==> src/inc/rcr_pkg.sv <==
// Constants, field layout and bus carrier types for the regulator control bank.
// Assumes a single AXI4-Lite slave port with 32-bit data and byte addresses.
package rcr_pkg;

    // ****************************************************************
    // Address map
    // ****************************************************************
    localparam int          RCR_ADDR_W       = 32;
    localparam int          RCR_DATA_W       = 32;
    localparam logic [31:0] RCR_BASE_ADDR    = 32'h4003_9000;
    localparam logic [31:0] RCR_SET_OFFSET   = 32'h0000_0004;
    localparam logic [31:0] RCR_CLR_OFFSET   = 32'h0000_0008;
    localparam logic [31:0] RCR_MASK_OFFSET  = 32'h0000_000C;

    // ****************************************************************
    // Field positions
    // ****************************************************************
    localparam int RCR_CODE_W        = 5;
    localparam int RCR_DIG_SRC_BIT   = 22;
    localparam int RCR_DIG_BIAS_BIT  = 21;
    localparam int RCR_DIG_CODE_LSB  = 16;
    localparam int RCR_MEM_SRC_BIT   = 14;
    localparam int RCR_MEM_BIAS_BIT  = 13;
    localparam int RCR_MEM_CODE_LSB  = 8;
    localparam int RCR_ANA_SRC_BIT   = 6;
    localparam int RCR_ANA_BIAS_BIT  = 5;
    localparam int RCR_ANA_CODE_LSB  = 0;

    // Writable bits; bits 31:23, 15 and 7 are reserved and read as zero.
    localparam logic [31:0] RCR_WRITE_MASK   = 32'h007F_7F7F;
    // Source battery, high bias, code 0x14 (1.8 V) for all three.
    localparam logic [31:0] RCR_RESET_VALUE  = 32'h0034_3434;

    // Nominal output voltage in mV: base plus step times code.
    localparam int RCR_VOUT_BASE_MV  = 800;
    localparam int RCR_VOUT_STEP_MV  = 50;

    // ****************************************************************
    // Alias kinds and responses
    // ****************************************************************
    typedef enum logic [2:0]
    {
        RCR_ALIAS_PLAIN = 3'b001,
        RCR_ALIAS_SET   = 3'b010,
        RCR_ALIAS_CLR   = 3'b100
    } rcr_alias_t;

    localparam logic [1:0] RCR_RESP_OKAY   = 2'b00;
    localparam logic [1:0] RCR_RESP_SLVERR = 2'b10;

    // ****************************************************************
    // Carrier types
    // ****************************************************************
    typedef struct packed
    {
        logic                   source_sel;
        logic                   bias_sel;
        logic [RCR_CODE_W-1:0]  out_code;
    } rcr_reg_ctl_t;

    typedef struct packed
    {
        logic       hit;
        rcr_alias_t alias_kind;
    } rcr_decode_t;

    typedef struct packed
    {
        logic [RCR_ADDR_W-1:0]   addr;
        logic [RCR_DATA_W-1:0]   data;
        logic [RCR_DATA_W/8-1:0] strb;
    } rcr_wreq_t;

endpackage

==> src/rtl/rcr_addr_decode.sv <==
// Address decoder for the plain, set and clear aliases of the control word.
// Assumes byte addresses; the mask alias twelve bytes up is not decoded.
`timescale 1ns/1ps

module rcr_addr_decode
#(
    parameter logic [31:0] BASE_ADDR = rcr_pkg::RCR_BASE_ADDR
)
(
    // Address to classify
    input  wire logic [rcr_pkg::RCR_ADDR_W-1:0] addr,
    // Classification
    output rcr_pkg::rcr_decode_t                decode
);

    // ****************************************************************
    // Alias match
    // ****************************************************************

    // Any other address, the mask alias included, is a miss.
    always_comb
    begin
        decode.hit        = 1'b0;
        decode.alias_kind = rcr_pkg::RCR_ALIAS_PLAIN;
        if (addr == BASE_ADDR)
        begin
            decode.hit = 1'b1;
        end
        // set alias
        else if (addr == BASE_ADDR + rcr_pkg::RCR_SET_OFFSET)
        begin
            decode.hit        = 1'b1;
            decode.alias_kind = rcr_pkg::RCR_ALIAS_SET;
        end
        // clear alias
        else if (addr == BASE_ADDR + rcr_pkg::RCR_CLR_OFFSET)
        begin
            decode.hit        = 1'b1;
            decode.alias_kind = rcr_pkg::RCR_ALIAS_CLR;
        end
    end

endmodule

==> src/rtl/rcr_field_unpack.sv <==
// Splits the stored control word into the three regulators' control groups.
// Assumes the word is held in a flip-flop so the outputs are static levels.
`timescale 1ns/1ps

module rcr_field_unpack
(
    // Stored control word
    input  wire logic [rcr_pkg::RCR_DATA_W-1:0] ctl_word,
    // Per-regulator controls
    output rcr_pkg::rcr_reg_ctl_t               digital_ctl,
    output rcr_pkg::rcr_reg_ctl_t               memory_ctl,
    output rcr_pkg::rcr_reg_ctl_t               analog_ctl
);

    // ****************************************************************
    // Field extraction
    // ****************************************************************

    // digital source select
    assign digital_ctl.source_sel = ctl_word[rcr_pkg::RCR_DIG_SRC_BIT];
    // digital bias select
    assign digital_ctl.bias_sel   = ctl_word[rcr_pkg::RCR_DIG_BIAS_BIT];
    // digital output code
    assign digital_ctl.out_code   =
        ctl_word[rcr_pkg::RCR_DIG_CODE_LSB +: rcr_pkg::RCR_CODE_W];

    // memory source select
    assign memory_ctl.source_sel  = ctl_word[rcr_pkg::RCR_MEM_SRC_BIT];
    // memory bias select
    assign memory_ctl.bias_sel    = ctl_word[rcr_pkg::RCR_MEM_BIAS_BIT];
    // memory output code
    assign memory_ctl.out_code    =
        ctl_word[rcr_pkg::RCR_MEM_CODE_LSB +: rcr_pkg::RCR_CODE_W];

    // analog source select
    assign analog_ctl.source_sel  = ctl_word[rcr_pkg::RCR_ANA_SRC_BIT];
    // analog bias select
    assign analog_ctl.bias_sel    = ctl_word[rcr_pkg::RCR_ANA_BIAS_BIT];
    // analog output code
    assign analog_ctl.out_code    =
        ctl_word[rcr_pkg::RCR_ANA_CODE_LSB +: rcr_pkg::RCR_CODE_W];

endmodule

==> src/rtl/rcr_top.sv <==
// Regulator control register bank with an AXI4-Lite slave port.
// Assumes one clock, a synchronous active-low reset and regulators that
// take the control outputs as static levels.
//
// How it works
// The control word also answers at the set alias, four bytes up.
// The control word also answers at the clear alias, eight bytes up.
// The mask alias twelve bytes up is not decoded; it errors.
// Reserved bits 31:23, 15 and 7 read zero; software writes zero.
// Bit 22 picks digital regulator input: battery or converter.
// Bit 21 picks digital regulator bias: low or high.
// Bits 20:16 hold digital output code, reset to 1.8 V.
// Bit 14 picks memory regulator input: battery or converter.
// Bit 13 picks memory regulator bias: low or high.
// Bits 12:8 hold memory output code, reset to 1.8 V.
// Bit 6 picks analog regulator input: battery or converter.
// Bit 5 picks analog regulator bias: low or high.
// Bits 4:0 hold analog output code, reset to 1.8 V.
// Code maps to 0.8 V plus 50 mV per step.
// Reset gives battery input, high bias and 1.8 V everywhere.
// Software enables the converter before selecting it as input.
// Source bits change at any time with no extra sequence.
// Software keeps analog code at or above memory code.
// Software raises memory code to 1.8 V before flash work.
// Software sets recommended codes before the deepest sleep mode.
// Set alias ORs ones in, clear alias clears ones; reads see value.
// Fields drive outputs continuously, updated at the next edge.
//
// Register access over AXI4-Lite was chosen for this implementation.
`timescale 1ns/1ps

module rcr_top
#(
    parameter logic [31:0] BASE_ADDR = rcr_pkg::RCR_BASE_ADDR
)
(
    // Clock and reset
    input  wire logic                            aclk,
    input  wire logic                            aresetn,
    // Write address channel
    input  wire logic [rcr_pkg::RCR_ADDR_W-1:0]  s_axi_awaddr,
    input  wire logic [2:0]                      s_axi_awprot,
    input  wire logic                            s_axi_awvalid,
    output logic                                 s_axi_awready,
    // Write data channel
    input  wire logic [rcr_pkg::RCR_DATA_W-1:0]  s_axi_wdata,
    input  wire logic [3:0]                      s_axi_wstrb,
    input  wire logic                            s_axi_wvalid,
    output logic                                 s_axi_wready,
    // Write response channel
    output logic [1:0]                           s_axi_bresp,
    output logic                                 s_axi_bvalid,
    input  wire logic                            s_axi_bready,
    // Read address channel
    input  wire logic [rcr_pkg::RCR_ADDR_W-1:0]  s_axi_araddr,
    input  wire logic [2:0]                      s_axi_arprot,
    input  wire logic                            s_axi_arvalid,
    output logic                                 s_axi_arready,
    // Read data channel
    output logic [rcr_pkg::RCR_DATA_W-1:0]       s_axi_rdata,
    output logic [1:0]                           s_axi_rresp,
    output logic                                 s_axi_rvalid,
    input  wire logic                            s_axi_rready,
    // Digital regulator controls
    output logic                                 digital_reg_source_sel,
    output logic                                 digital_reg_bias_sel,
    output logic [rcr_pkg::RCR_CODE_W-1:0]       digital_reg_out_code,
    // Memory regulator controls
    output logic                                 memory_reg_source_sel,
    output logic                                 memory_reg_bias_sel,
    output logic [rcr_pkg::RCR_CODE_W-1:0]       memory_reg_out_code,
    // Analog regulator controls
    output logic                                 analog_reg_source_sel,
    output logic                                 analog_reg_bias_sel,
    output logic [rcr_pkg::RCR_CODE_W-1:0]       analog_reg_out_code
);

    // ****************************************************************
    // Helpers
    // ****************************************************************

    // Expand byte strobes into a bit mask.
    function automatic logic [31:0] strb_to_mask(input logic [3:0] strb);
        logic [31:0] m;
        m = 32'h0000_0000;
        for (int i = 0; i < 4; i++)
        begin
            m[i*8 +: 8] = {8{strb[i]}};
        end
        return m;
    endfunction

    // Next control word for a write through the given alias.
    function automatic logic [31:0] alias_update(
        input logic [31:0]         cur,
        input logic [31:0]         data,
        input logic [31:0]         lanes,
        input rcr_pkg::rcr_alias_t kind
    );
        logic [31:0] nxt;
        nxt = cur;
        case (kind)
            rcr_pkg::RCR_ALIAS_PLAIN: nxt = (cur & ~lanes) | (data & lanes);
            rcr_pkg::RCR_ALIAS_SET:   nxt = cur | (data & lanes);
            rcr_pkg::RCR_ALIAS_CLR:   nxt = cur & ~(data & lanes);
            default:                  nxt = cur;
        endcase
        // reserved bits held at zero
        return nxt & rcr_pkg::RCR_WRITE_MASK;
    endfunction

    // ****************************************************************
    // Write channel capture
    // ****************************************************************
    logic                 aw_full_q;
    logic                 w_full_q;
    logic [31:0]          awaddr_q;
    rcr_pkg::rcr_wreq_t   wreq_q;
    logic [31:0]          ctl_q;
    logic [31:0]          ctl_d;
    logic                 write_fire;
    rcr_pkg::rcr_decode_t wr_dec;
    rcr_pkg::rcr_decode_t rd_dec;

    // Channels are accepted only while no response is pending, so one
    // write at a time is in flight and address and data may come apart.
    assign s_axi_awready = !aw_full_q && !s_axi_bvalid;
    assign s_axi_wready  = !w_full_q && !s_axi_bvalid;
    assign write_fire    = aw_full_q && w_full_q && !s_axi_bvalid;

    // Write address holding register.
    always_ff @(posedge aclk)
    begin
        if (!aresetn)
        begin
            aw_full_q <= 1'b0;
            awaddr_q  <= 32'h0000_0000;
        end
        else if (s_axi_awvalid && s_axi_awready)
        begin
            aw_full_q <= 1'b1;
            awaddr_q  <= s_axi_awaddr;
        end
        else if (write_fire)
        begin
            aw_full_q <= 1'b0;
        end
    end

    // Write data holding register.
    always_ff @(posedge aclk)
    begin
        if (!aresetn)
        begin
            w_full_q    <= 1'b0;
            wreq_q.addr <= 32'h0000_0000;
            wreq_q.data <= 32'h0000_0000;
            wreq_q.strb <= 4'h0;
        end
        else if (s_axi_wvalid && s_axi_wready)
        begin
            w_full_q    <= 1'b1;
            wreq_q.addr <= 32'h0000_0000;
            wreq_q.data <= s_axi_wdata;
            wreq_q.strb <= s_axi_wstrb;
        end
        else if (write_fire)
        begin
            w_full_q <= 1'b0;
        end
    end

    // ****************************************************************
    // Decode
    // ****************************************************************

    // mask alias left undecoded
    rcr_addr_decode #(
        .BASE_ADDR (BASE_ADDR)
    ) u_wr_decode (
        .addr   (awaddr_q),
        .decode (wr_dec)
    );

    rcr_addr_decode #(
        .BASE_ADDR (BASE_ADDR)
    ) u_rd_decode (
        .addr   (s_axi_araddr),
        .decode (rd_dec)
    );

    // ****************************************************************
    // Control word
    // ****************************************************************

    // alias write effects
    always_comb
    begin
        ctl_d = ctl_q;
        if (write_fire && wr_dec.hit)
        begin
            ctl_d = alias_update(ctl_q, wreq_q.data, strb_to_mask(wreq_q.strb),
                                 wr_dec.alias_kind);
        end
    end

    // reset to battery, high bias, 1.8 V
    // source bits take effect without sequencing
    always_ff @(posedge aclk)
    begin
        if (!aresetn)
        begin
            ctl_q <= rcr_pkg::RCR_RESET_VALUE;
        end
        else
        begin
            ctl_q <= ctl_d;
        end
    end

    // ****************************************************************
    // Write response
    // ****************************************************************

    // Unmapped addresses, the mask alias among them, answer SLVERR.
    always_ff @(posedge aclk)
    begin
        if (!aresetn)
        begin
            s_axi_bvalid <= 1'b0;
            s_axi_bresp  <= rcr_pkg::RCR_RESP_OKAY;
        end
        else if (write_fire)
        begin
            s_axi_bvalid <= 1'b1;
            s_axi_bresp  <= wr_dec.hit ? rcr_pkg::RCR_RESP_OKAY
                                       : rcr_pkg::RCR_RESP_SLVERR;
        end
        else if (s_axi_bready)
        begin
            s_axi_bvalid <= 1'b0;
        end
    end

    // ****************************************************************
    // Read path
    // ****************************************************************

    // A new read is taken only once the previous data has been consumed.
    assign s_axi_arready = !s_axi_rvalid;

    // plain, set and clear aliases read back the word
    // reserved bits read as zero
    always_ff @(posedge aclk)
    begin
        if (!aresetn)
        begin
            s_axi_rvalid <= 1'b0;
            s_axi_rdata  <= 32'h0000_0000;
            s_axi_rresp  <= rcr_pkg::RCR_RESP_OKAY;
        end
        else if (s_axi_arvalid && s_axi_arready)
        begin
            s_axi_rvalid <= 1'b1;
            s_axi_rdata  <= rd_dec.hit ? (ctl_q & rcr_pkg::RCR_WRITE_MASK)
                                       : 32'h0000_0000;
            s_axi_rresp  <= rd_dec.hit ? rcr_pkg::RCR_RESP_OKAY
                                       : rcr_pkg::RCR_RESP_SLVERR;
        end
        else if (s_axi_rready)
        begin
            s_axi_rvalid <= 1'b0;
        end
    end

    // ****************************************************************
    // Regulator outputs
    // ****************************************************************
    rcr_pkg::rcr_reg_ctl_t dig_ctl;
    rcr_pkg::rcr_reg_ctl_t mem_ctl;
    rcr_pkg::rcr_reg_ctl_t ana_ctl;

    // codes pass unchanged; the regulator maps code to voltage
    rcr_field_unpack u_unpack (
        .ctl_word    (ctl_q),
        .digital_ctl (dig_ctl),
        .memory_ctl  (mem_ctl),
        .analog_ctl  (ana_ctl)
    );

    // outputs follow the stored word directly
    assign digital_reg_source_sel = dig_ctl.source_sel;
    assign digital_reg_bias_sel   = dig_ctl.bias_sel;
    assign digital_reg_out_code   = dig_ctl.out_code;
    assign memory_reg_source_sel  = mem_ctl.source_sel;
    assign memory_reg_bias_sel    = mem_ctl.bias_sel;
    assign memory_reg_out_code    = mem_ctl.out_code;
    assign analog_reg_source_sel  = ana_ctl.source_sel;
    assign analog_reg_bias_sel    = ana_ctl.bias_sel;
    assign analog_reg_out_code    = ana_ctl.out_code;

endmodule

==> config.mk <==
export PLATFORM = sky130hd
export DESIGN_NAME = rcr_top
export DESIGN_NICKNAME = d
export VERILOG_FILES = /design/src/inc/rcr_pkg.sv /design/src/rtl/rcr_addr_decode.sv /design/src/rtl/rcr_field_unpack.sv /design/src/rtl/rcr_top.sv
export SDC_FILE = /design/constraint.sdc
export NUM_CORES = 1
export LEC_CHECK = 0
export ABC_AREA = 1
export ABC_CLOCK_PERIOD_IN_PS = 1700
export BUFFER_PORTS_ARGS = -buffer_cell sky130_fd_sc_hd__buf_2
export CORE_ASPECT_RATIO = 1.1
export CORE_MARGIN = 2
export CORE_UTILIZATION = 50
export DETAILED_ROUTE_END_ITERATION = 8
export PLACE_DENSITY = 0.8
export SYNTH_ARGS = -nofsm -noshare
export SYNTH_HDL_FRONTEND = slang
export SYNTH_SLANG_ARGS = --single-unit
==> constraint.sdc <==
create_clock -name aclk -period 1.7 [get_ports aclk]
set_input_delay 0.17 -clock aclk [delete_from_list [all_inputs] [get_ports aclk]]
set_output_delay 0.17 -clock aclk [all_outputs]
set_load 0.02 [all_outputs]
Word-level counts from Yosys, hierarchy flattened
Index checks and enable logic that the tools add are counted.
{"block": "word_totals", "output_inout_bits": 62, "regBits": 119}
{"block": "op_classes", "n_eq_ne": 9, "muxes": 18, "reduce_logical": 18, "n_bitwise": 7}
{"op": "equality test 32 x 31 -> 1 bit (second input constant)", "n": 6}
{"op": "bitwise AND 23 bit", "n": 3}
{"op": "case mux 23 bit (3 select lines)", "n": 1}
{"op": "NOT 23 bit", "n": 2}
{"op": "OR 23 bit", "n": 2}
{"op": "2-to-1 mux 23 bit", "n": 1}
{"op": "2-to-1 mux 4 bit", "n": 4}
{"op": "2-to-1 mux 1 bit", "n": 9}
{"op": "logical AND 1 bit", "n": 8}
{"op": "nonzero test 2 bit", "n": 4}
{"op": "logical NOT 1 bit", "n": 4}
{"op": "2-to-1 mux 2 bit", "n": 2}
{"op": "equality test 3 x 1 -> 1 bit (second input constant)", "n": 1}
{"op": "equality test 3 x 2 -> 1 bit (second input constant)", "n": 1}
{"op": "equality test 3 bit (second input constant)", "n": 1}
{"op": "2-to-1 mux 3 bit", "n": 1}
{"op": "nonzero test 3 bit", "n": 1}
{"op": "AND reduction 2 bit", "n": 1}

Depth between registers and ports, before layout
Gate-level depths: netlist (run 1).
{"block": "depth", "depth_word": 7, "ltp_mapped": 12, "depth_no_buf": 12}

By module
From an unflattened synthesis (run 1), not the netlist that was laid out.
{"block": "hier_totals", "cells_unflattened": 844, "area_unflattened_um2": 5462.7}
{"module": "rcr_top", "seq_area_each_um2": 2082.0, "n_inst": 1, "area_per_inst_um2": 4606.9, "cells_each": 667}
{"module": "rcr_addr_decode", "seq_area_each_um2": 0.0, "n_inst": 2, "area_per_inst_um2": 349.1, "cells_each": 78}
{"module": "rcr_field_unpack", "seq_area_each_um2": 0.0, "n_inst": 1, "area_per_inst_um2": 157.7, "cells_each": 21}

Worst setup path before layout (run 1)
Ideal clock, no wire load.
{"block": "synth_timing", "kind": "reg-to-reg", "startpoint": "register s_axi_bvalid", "endpoint": "register awaddr_q[12]", "t_arrival_ps": 1413, "n_path_buf": 2, "setup_ps": 116, "setup_slack_ps": 171, "path_stages_with_launch": 7, "period_less_slack_ps": 1529, "t_required_ps": 1584, "path_cell_list": "dfxtp_1 nor2_1 nand2_1 buf_2 clkbuf_1 o21ai_0 nor2_1"}
{"block": "synth_via", "elab_chain_len": 3}
{"item": "from (decl)", "line_no": "rcr_top.sv:52", "text": "output logic s_axi_bvalid,"}
{"item": "from (signal assigned)", "line_no": "rcr_top.sv:230", "text": "s_axi_bvalid <= 1'b0;"}
{"item": "from (signal assigned)", "line_no": "rcr_top.sv:235", "text": "s_axi_bvalid <= 1'b1;"}
{"item": "from (signal assigned)", "line_no": "rcr_top.sv:241", "text": "s_axi_bvalid <= 1'b0;"}
{"item": "logical NOT 1 bit", "line_no": "rcr_top.sv:127", "text": "assign s_axi_awready = !aw_full_q && !s_axi_bvalid;"}
{"item": "logical AND 1 bit", "line_no": "rcr_top.sv:127"}
{"item": "via s_axi_awready", "line_no": "rcr_top.sv:44", "text": "output logic s_axi_awready,"}
{"item": "logical AND 1 bit", "line_no": "rcr_top.sv:139", "text": "else if (s_axi_awvalid && s_axi_awready)"}
{"item": "to (signal assigned)", "line_no": "rcr_top.sv:142", "text": "awaddr_q <= s_axi_awaddr;"}
{"item": "to (decl)", "line_no": "rcr_top.sv:117", "text": "logic [31:0] awaddr_q;"}
The timed path passes the listed nets, and every way through them passes these cells.
A chain may end at the register's enable or synchronous reset.

Worst setup path in the final report (run 1)
{"block": "layout_timing", "startpoint": "register awaddr_q[14]", "endpoint": "register ctl_q[14]"}
{"block": "layout_via", "elab_chain_len": 7}
{"item": "equality test 32 x 31 -> 1 bit", "line_no": "rcr_addr_decode.sv:36", "text": "else if (addr == BASE_ADDR + rcr_pkg::RCR_CLR_OFFSET)"}
{"item": "2-to-1 mux 4 bit", "line_no": "rcr_addr_decode.sv:36"}
{"item": "2-to-1 mux 4 bit", "line_no": "rcr_addr_decode.sv:30", "text": "else if (addr == BASE_ADDR + rcr_pkg::RCR_SET_OFFSET)"}
{"item": "2-to-1 mux 3 bit", "line_no": "rcr_addr_decode.sv:25", "text": "if (addr == BASE_ADDR)"}
{"item": "equality test 3 bit, or another cell as far along", "line_no": "rcr_top.sv:102", "text": "case (kind)"}
{"item": "nonzero test 3 bit (no source line)"}
{"item": "AND reduction 2 bit (no source line)"}
{"item": "to (signal assigned)", "line_no": "rcr_top.sv:213", "text": "ctl_q <= rcr_pkg::RCR_RESET_VALUE;"}
{"item": "to (signal assigned)", "line_no": "rcr_top.sv:217", "text": "ctl_q <= ctl_d;"}
{"item": "to (decl)", "line_no": "rcr_top.sv:119", "text": "logic [31:0] ctl_q;"}
Several ways; a longest one is shown, not always the timed one.

==> results of run 1 <==
==> through the flow <==
stage / setup TNS (ns) / std cells / hold slack (ns) / instance area (sq um)
6_report: 0 / 967 / 0.03276 / 6070
5_1_grt: -0.1011 / 967 / 0.04548 / 6070
4_1_cts: 0 / 965 / 0.02247 / 5932
3_5_place_dp: 0 / 949 / 0.4264 / 5741
3_3_place_gp: 0 / 949 / 0.4216 / 5741
2_1_floorplan: 0 / 725 / 0.3333 / 5051
==> synthesized netlist by cell type, types with 7 or more instances <==
cell type  count
o211ai_1      19
inv_1         66
nand3_2       11
nor2_1        94
nor2_2        11
dfxtp_1      104
buf_6          7
a21oi_2       10
inv_2          7
nand2_1      145
buf_4         18
a21oi_1       73
clkbuf_1      21
o21ai_0       58
nand3_1       35
==> sequential cells by signal, summed over array words and instances (netlist names), 21 cells and up <==
name and cells:
s_axi_rdata 21, ctl_q 21, wreq_q 24, awaddr_q 32
==> power by group through the flow <==
| stage | clock network [W] | logic [W] | registers, W |
|---|---|---|---|
| global placement | 0 | 0.000672 | 0.00271 |
| detailed placement | 0 | 0.000682 | 0.00272 |
| global route | 0.00160 | 0.000808 | 0.00268 |
| floorplan | 0 | 0.000495 | 0.00269 |
| CTS | 0.00151 | 0.000684 | 0.00266 |
| finish | 0.00148 | 0.000703 | 0.00266 |
==> tightest hold or removal path: cells and delay by family <==
family | cells | cell delay (ns)
buffers and inverters | 2 | 0.11
and+or+nand+nor | 1 | 0.04
AOI/OAI and AO/OA | 1 | 0.05
==> kinds of logic (layout without fill, tap and decap cells) <==
family	after synthesis	count (layout)	synth area share [%]
AND/OR/NAND/NOR	317	317	27.99
flip-flops	104	104	41.59
AO/OA/AOI/OAI	161	161	17.85
buffers and inverters	130	252	12.50
other	1	13	0.07491
==> metal layers <==
metal  track usage (%)  wire length, um  part of all wire, %
met4             6.654              136                  1.2
met2             33.49             5060                   45
met3             5.321              783                  7.0
met5                 0                0                    0
met1             26.61             5266                   47
==> area by class of cell <==
type | count | share of cell area [%]
clock inverter | 5 | 0.6597
clock buffer | 11 | 2.494
timing repair buffer | 160 | 15.40
tap | 120 | 2.474
sequential | 104 | 34.38
inverter | 76 | 4.865
multi-input combinational | 491 | 39.72
==> cell usage in the layout, fill, tap and decap left out, types with 5 or more instances in the layout <==
master and count:
dfxtp_1 100, nand3_2 11, o21ai_0 58, conb_1 13
nor2_1 92, inv_2 11, buf_4 9, nand2_2 10
a21oi_1 73, nor2_2 11, inv_1 61, nand3_1 34
a21oi_2 10, nand2_1 137, clkbuf_8 11, buf_12 5
buf_2 143, o211ai_1 19
==> final timing paths <==
kind                                   start           end  slack (ns)  cells past startpoint
worst max register to register  awaddr_q[14]     ctl_q[14]        0.11                     10
worst min register to register   awaddr_q[9]   awaddr_q[9]        0.46                      2
worst min-delay path            s_axi_bready  s_axi_bvalid        0.03                      4
worst max-delay path            awaddr_q[14]     ctl_q[14]        0.11                     10
==> impl_metrics.tcl, run 1 <==
set metrics [dict create \
    run_status "completed" \
    switchingPower_w 0.001370 \
    grt_overflow 0 \
    seq_area_sq_um 2087 \
    yosys_warnings 0 \
    grt_pass1_wl_um 18180 \
    core_area_sq_um 9794 \
    n_antenna_cell 0 \
    fillCellCount 919 \
    p_sw_share_pct 28.28 \
    place_ws_ns 0.07183 \
    rsz0062_at_grt "yes" \
    ctsHtreeMaxLevel 3 \
    path_cells "inv_1 > nand2_1 > nor2_1 > nand2_2 > nor2_2 > nand2_1 > nand3_1 > nand2_4 > nor2_1 > nor2_1" \
    p_clk_share_pct 30.5 \
    layout-drive-gt1-share_pct 29.28 \
    drt-pass1-iter-count 5 \
    antenna_found_initial 0 \
    cp_top_family "simple AND/OR/NAND/NOR gates" \
    area_growth_syn_to_layout_pct 21.24 \
    routedWlPerCell_um 11.63 \
    finalSetupViolations 0 \
    ys_top_cells_by_area "dfxtp_1 (42%), nand2_1 (11%), a21oi_1 (7.3%)" \
    synth_top_cell_by_area "dfxtp_1" \
    path_buf_inv 1 \
    port_buffers 143 \
    numCtsBuffers 9 \
    yosys.area.top_type_share_pct 41.59 \
    p_leak_nw 2.861 \
    p_seq_share_pct 55.0 \
    die_y_um 108.9 \
    grt_pass1_vias 4132 \
    criticalPathCategory "reg -> reg" \
    hold_violations 0 \
    root_buffer "clkbuf_8" \
    post_cts_buffers 0 \
    cts_resized 0 \
    ant_nets 0 \
    vias 4678 \
    numClockSinks 104 \
    routed_via_density 4.838 \
    syn_area_sq_um 5006 \
    postCtsHoldBufs 0 \
    arrival_ns 1.86 \
    peakVddDrop_uv 626.5 \
    synth.distinct_cells 30 \
    grt.total_usage_pct 20.51 \
    synth_cells 713 \
    p_per_area_nw_per_um2 797.9 \
    post-route-util_pct 61.97 \
    path_clk_slew_ns 0.10 \
    min_period_over_period_pct 93.36 \
    design.die.area_sq_um 10830 \
    crit_path_end_kind "register" \
    worstSkewPairLatency_ns 0.37 \
    dr.first_iter.drc_count 334 \
    crit_fanout 12 \
    ios 175 \
    start_kind "register" \
    grt_max_degree 38 \
    async_flop_share_pct 0 \
    p_int_w 0.003473 \
    cts_tree "done" \
    die_w_um 99.41 \
    hpwl_um 8217 \
    clockBufferDepth 2 \
    post-route-min-period_ns 1.587 \
    multi_input_area_sq_um 2411 \
    place_congestion 0.8124 \
    power_w 0.004843 \
    fin_nets 955 \
    slowest_stage "dfxtp_1" \
    drv_cap 0 \
    ys.flop_type "dfxtp_1" \
    avgSynthCellArea_sq_um 7.021 \
    clock_skew_ns 0.01197 \
    finalMaxSlewViolations 0 \
    synth_edf_count 0 \
    hold_path_class "in -> reg" \
    route.detailed.drc 0 \
    cp.required_ns 1.97 \
    cpMostUsedCell "nor2_1" \
    cpPeakStageDelay_ns 0.31 \
    yosysSeqAreaShare_pct 41.59 \
    synth-seq-cells 104 \
    wl_um 11250 \
    fmax_mhz 630.0 \
    fin_ws_ns 0.1128 \
    comb_power_share_pct 14.5 \
    start_util_pct 51.11 \
    num_rows 38 \
]
(Power assumes the default switching activity.)
==> run 2: changes to the inputs <==
Settings changed: RECOVER_POWER from default to 25.
==> run 2 against run 1 <==
Effect of this change: routed wire length up 0.63%; sequential share of layout area up 0.25 points; register-to-register slack barely moved; critical endpoint is now ctl_q[16]; largest cell class unchanged.
==> impl_metrics.tcl, run 2 (same netlist as run 1, synthesis figures left out) <==
set metrics [dict create \
    run_status "completed" \
    cpPeakStageDelay_ns 0.32 \
    start_kind "register" \
    worstSkewPairLatency_ns 0.37 \
    place_ws_ns 0.07183 \
    postCtsHoldBufs 0 \
    mostFrequentLayoutCells "nand2_1 (137), buf_2 (108), dfxtp_1 (100)" \
    routed_via_density 4.832 \
    layout-drive-gt1-share_pct 25.15 \
    rsz0062_at_grt "yes" \
    crit_path_end_kind "register" \
    placed_cell_area_sq_um 5741 \
    num_rows 38 \
    power_w 0.004840 \
    die_w_um 99.41 \
    final_cells 967 \
    area_growth_syn_to_layout_pct 20.37 \
    path_clk_slew_ns 0.10 \
    numCtsBuffers 9 \
    min_period_over_period_pct 93.38 \
    p_seq_share_pct 55.0 \
    core_area_sq_um 9794 \
    clock_skew_ns 0.01189 \
    final_common_cell "nand2_1" \
    multi_input_area_sq_um 2411 \
    largest_register_ffs 32 \
    numClockSinks 104 \
    hpwl_um 8217 \
    finalSetupViolations 0 \
    grt.total_usage_pct 20.51 \
    cp_top_family "simple AND/OR/NAND/NOR gates" \
    grt_max_degree 38 \
    criticalPathCategory "reg -> reg" \
    clockBufferDepth 2 \
    placed_cells 949 \
    cts_tree "done" \
    grt_pass1_wl_um 18180 \
    crit_fanout 5 \
    n_antenna_cell 0 \
    route.detailed.drc 0 \
    ctsHtreeMaxLevel 3 \
    antenna_found_initial 0 \
    root_buffer "clkbuf_8" \
    place_congestion 0.8124 \
    switchingPower_w 0.001368 \
    fillCellCount 928 \
    p_leak_nw 2.714 \
    seq_area_sq_um 2087 \
    arrival_ns 1.90 \
    fin_ws_ns 0.1125 \
    finalInstanceArea_sq_um 6026 \
    slowest_stage "dfxtp_1" \
    routedWlPerCell_um 11.70 \
    p_per_area_nw_per_um2 803.2 \
    cp.required_ns 2.02 \
    p_sw_share_pct 28.27 \
    post_cts_buffers 0 \
    die_y_um 108.9 \
    start_util_pct 51.11 \
    path_buf_inv 2 \
    dr.first_iter.drc_count 376 \
    finalMaxSlewViolations 0 \
    wl_um 11320 \
    peakVddDrop_uv 626.5 \
    regMostFlops "awaddr_q" \
    vias 4673 \
    drt-pass1-iter-count 5 \
    p_clk_share_pct 30.5 \
    comb_power_share_pct 14.5 \
    cts_resized 0 \
    hold_path_class "in -> reg" \
    design.die.area_sq_um 10830 \
    largestRegisters "awaddr_q: 32 flops, wreq_q: 24 flops" \
    fin_nets 955 \
    hold_violations 0 \
    ant_nets 0 \
    port_buffers 143 \
    path_cells "inv_2 > nand2_2 > nor2_4 > nand2_2 > nor2_4 > nand2_4 > nand3_4 > buf_6 > nand3_2 > nand2_1 > nand2_1 > nor2_2" \
    drv_cap 0 \
    grt_pass1_vias 4132 \
    ios 175 \
    post-route-min-period_ns 1.587 \
    fmax_mhz 629.9 \
    p_int_w 0.003471 \
    grt_overflow 0 \
    post-route-util_pct 61.52 \
]
run 2: changes by cell type in the layout (fill, tap and decap cells not counted), sizes merged:
cell    before  now
clkbuf      12   47
buf        159  124
run 2: layer usage:
metal	global-route usage, %	part of all wire (%)
met5	0	0
met4	6.654	0.98
met3	5.321	7.3
met2	33.49	45
met1	26.61	47
run 2: power by group through the flow:
stage	Combinational, W	Clock (W)	Sequential, W
detailed placement	0.000682	0	0.00272
CTS	0.000684	0.00151	0.00266
global route	0.000806	0.00160	0.00268
finish	0.000702	0.00147	0.00266
floorplan	0.000495	0	0.00269
global placement	0.000672	0	0.00271
run 2: layout make-up:
cell class | instances | area share [%]
flip-flops and latches | 104 | 34.63
multi-input cells | 491 | 40.01
clock inverters | 5 | 0.6645
well taps | 120 | 2.492
inverters | 76 | 4.900
repair buffers | 160 | 14.78
clock buffers | 11 | 2.512
run 2: through the flow:
stage / TNS (ns) / hold WS (ns)
final: 0 / 0.03179
after global routing: -0.1011 / 0.04548
after CTS: 0 / 0.02247
after detailed placement: 0 / 0.4264
after global placement: 0 / 0.4216
after floorplan: 0 / 0.3333
run 2: worst register-to-register path, stage by stage (launching register included):
cell,delay (ns)
dfxtp_1,0.32
inv_2,0.06
nand2_2,0.07
nor2_4,0.14
nand2_2,0.08
nor2_4,0.19
nand2_4,0.11
nand3_4,0.13
buf_6,0.13
nand3_2,0.06
nand2_1,0.07
nand2_1,0.05
nor2_2,0.11
run 2: worst paths after layout:
| check | start | end | slack, ns | cells after the start |
|---|---|---|---|---|
| setup / recovery | awaddr_q[21] | ctl_q[16] | 0.11 | 12 |
| hold reg to reg | awaddr_q[9] | awaddr_q[9] | 0.46 | 2 |
| hold / removal | s_axi_bready | s_axi_bvalid | 0.03 | 4 |
| setup reg to reg | awaddr_q[21] | ctl_q[16] | 0.11 | 12 |
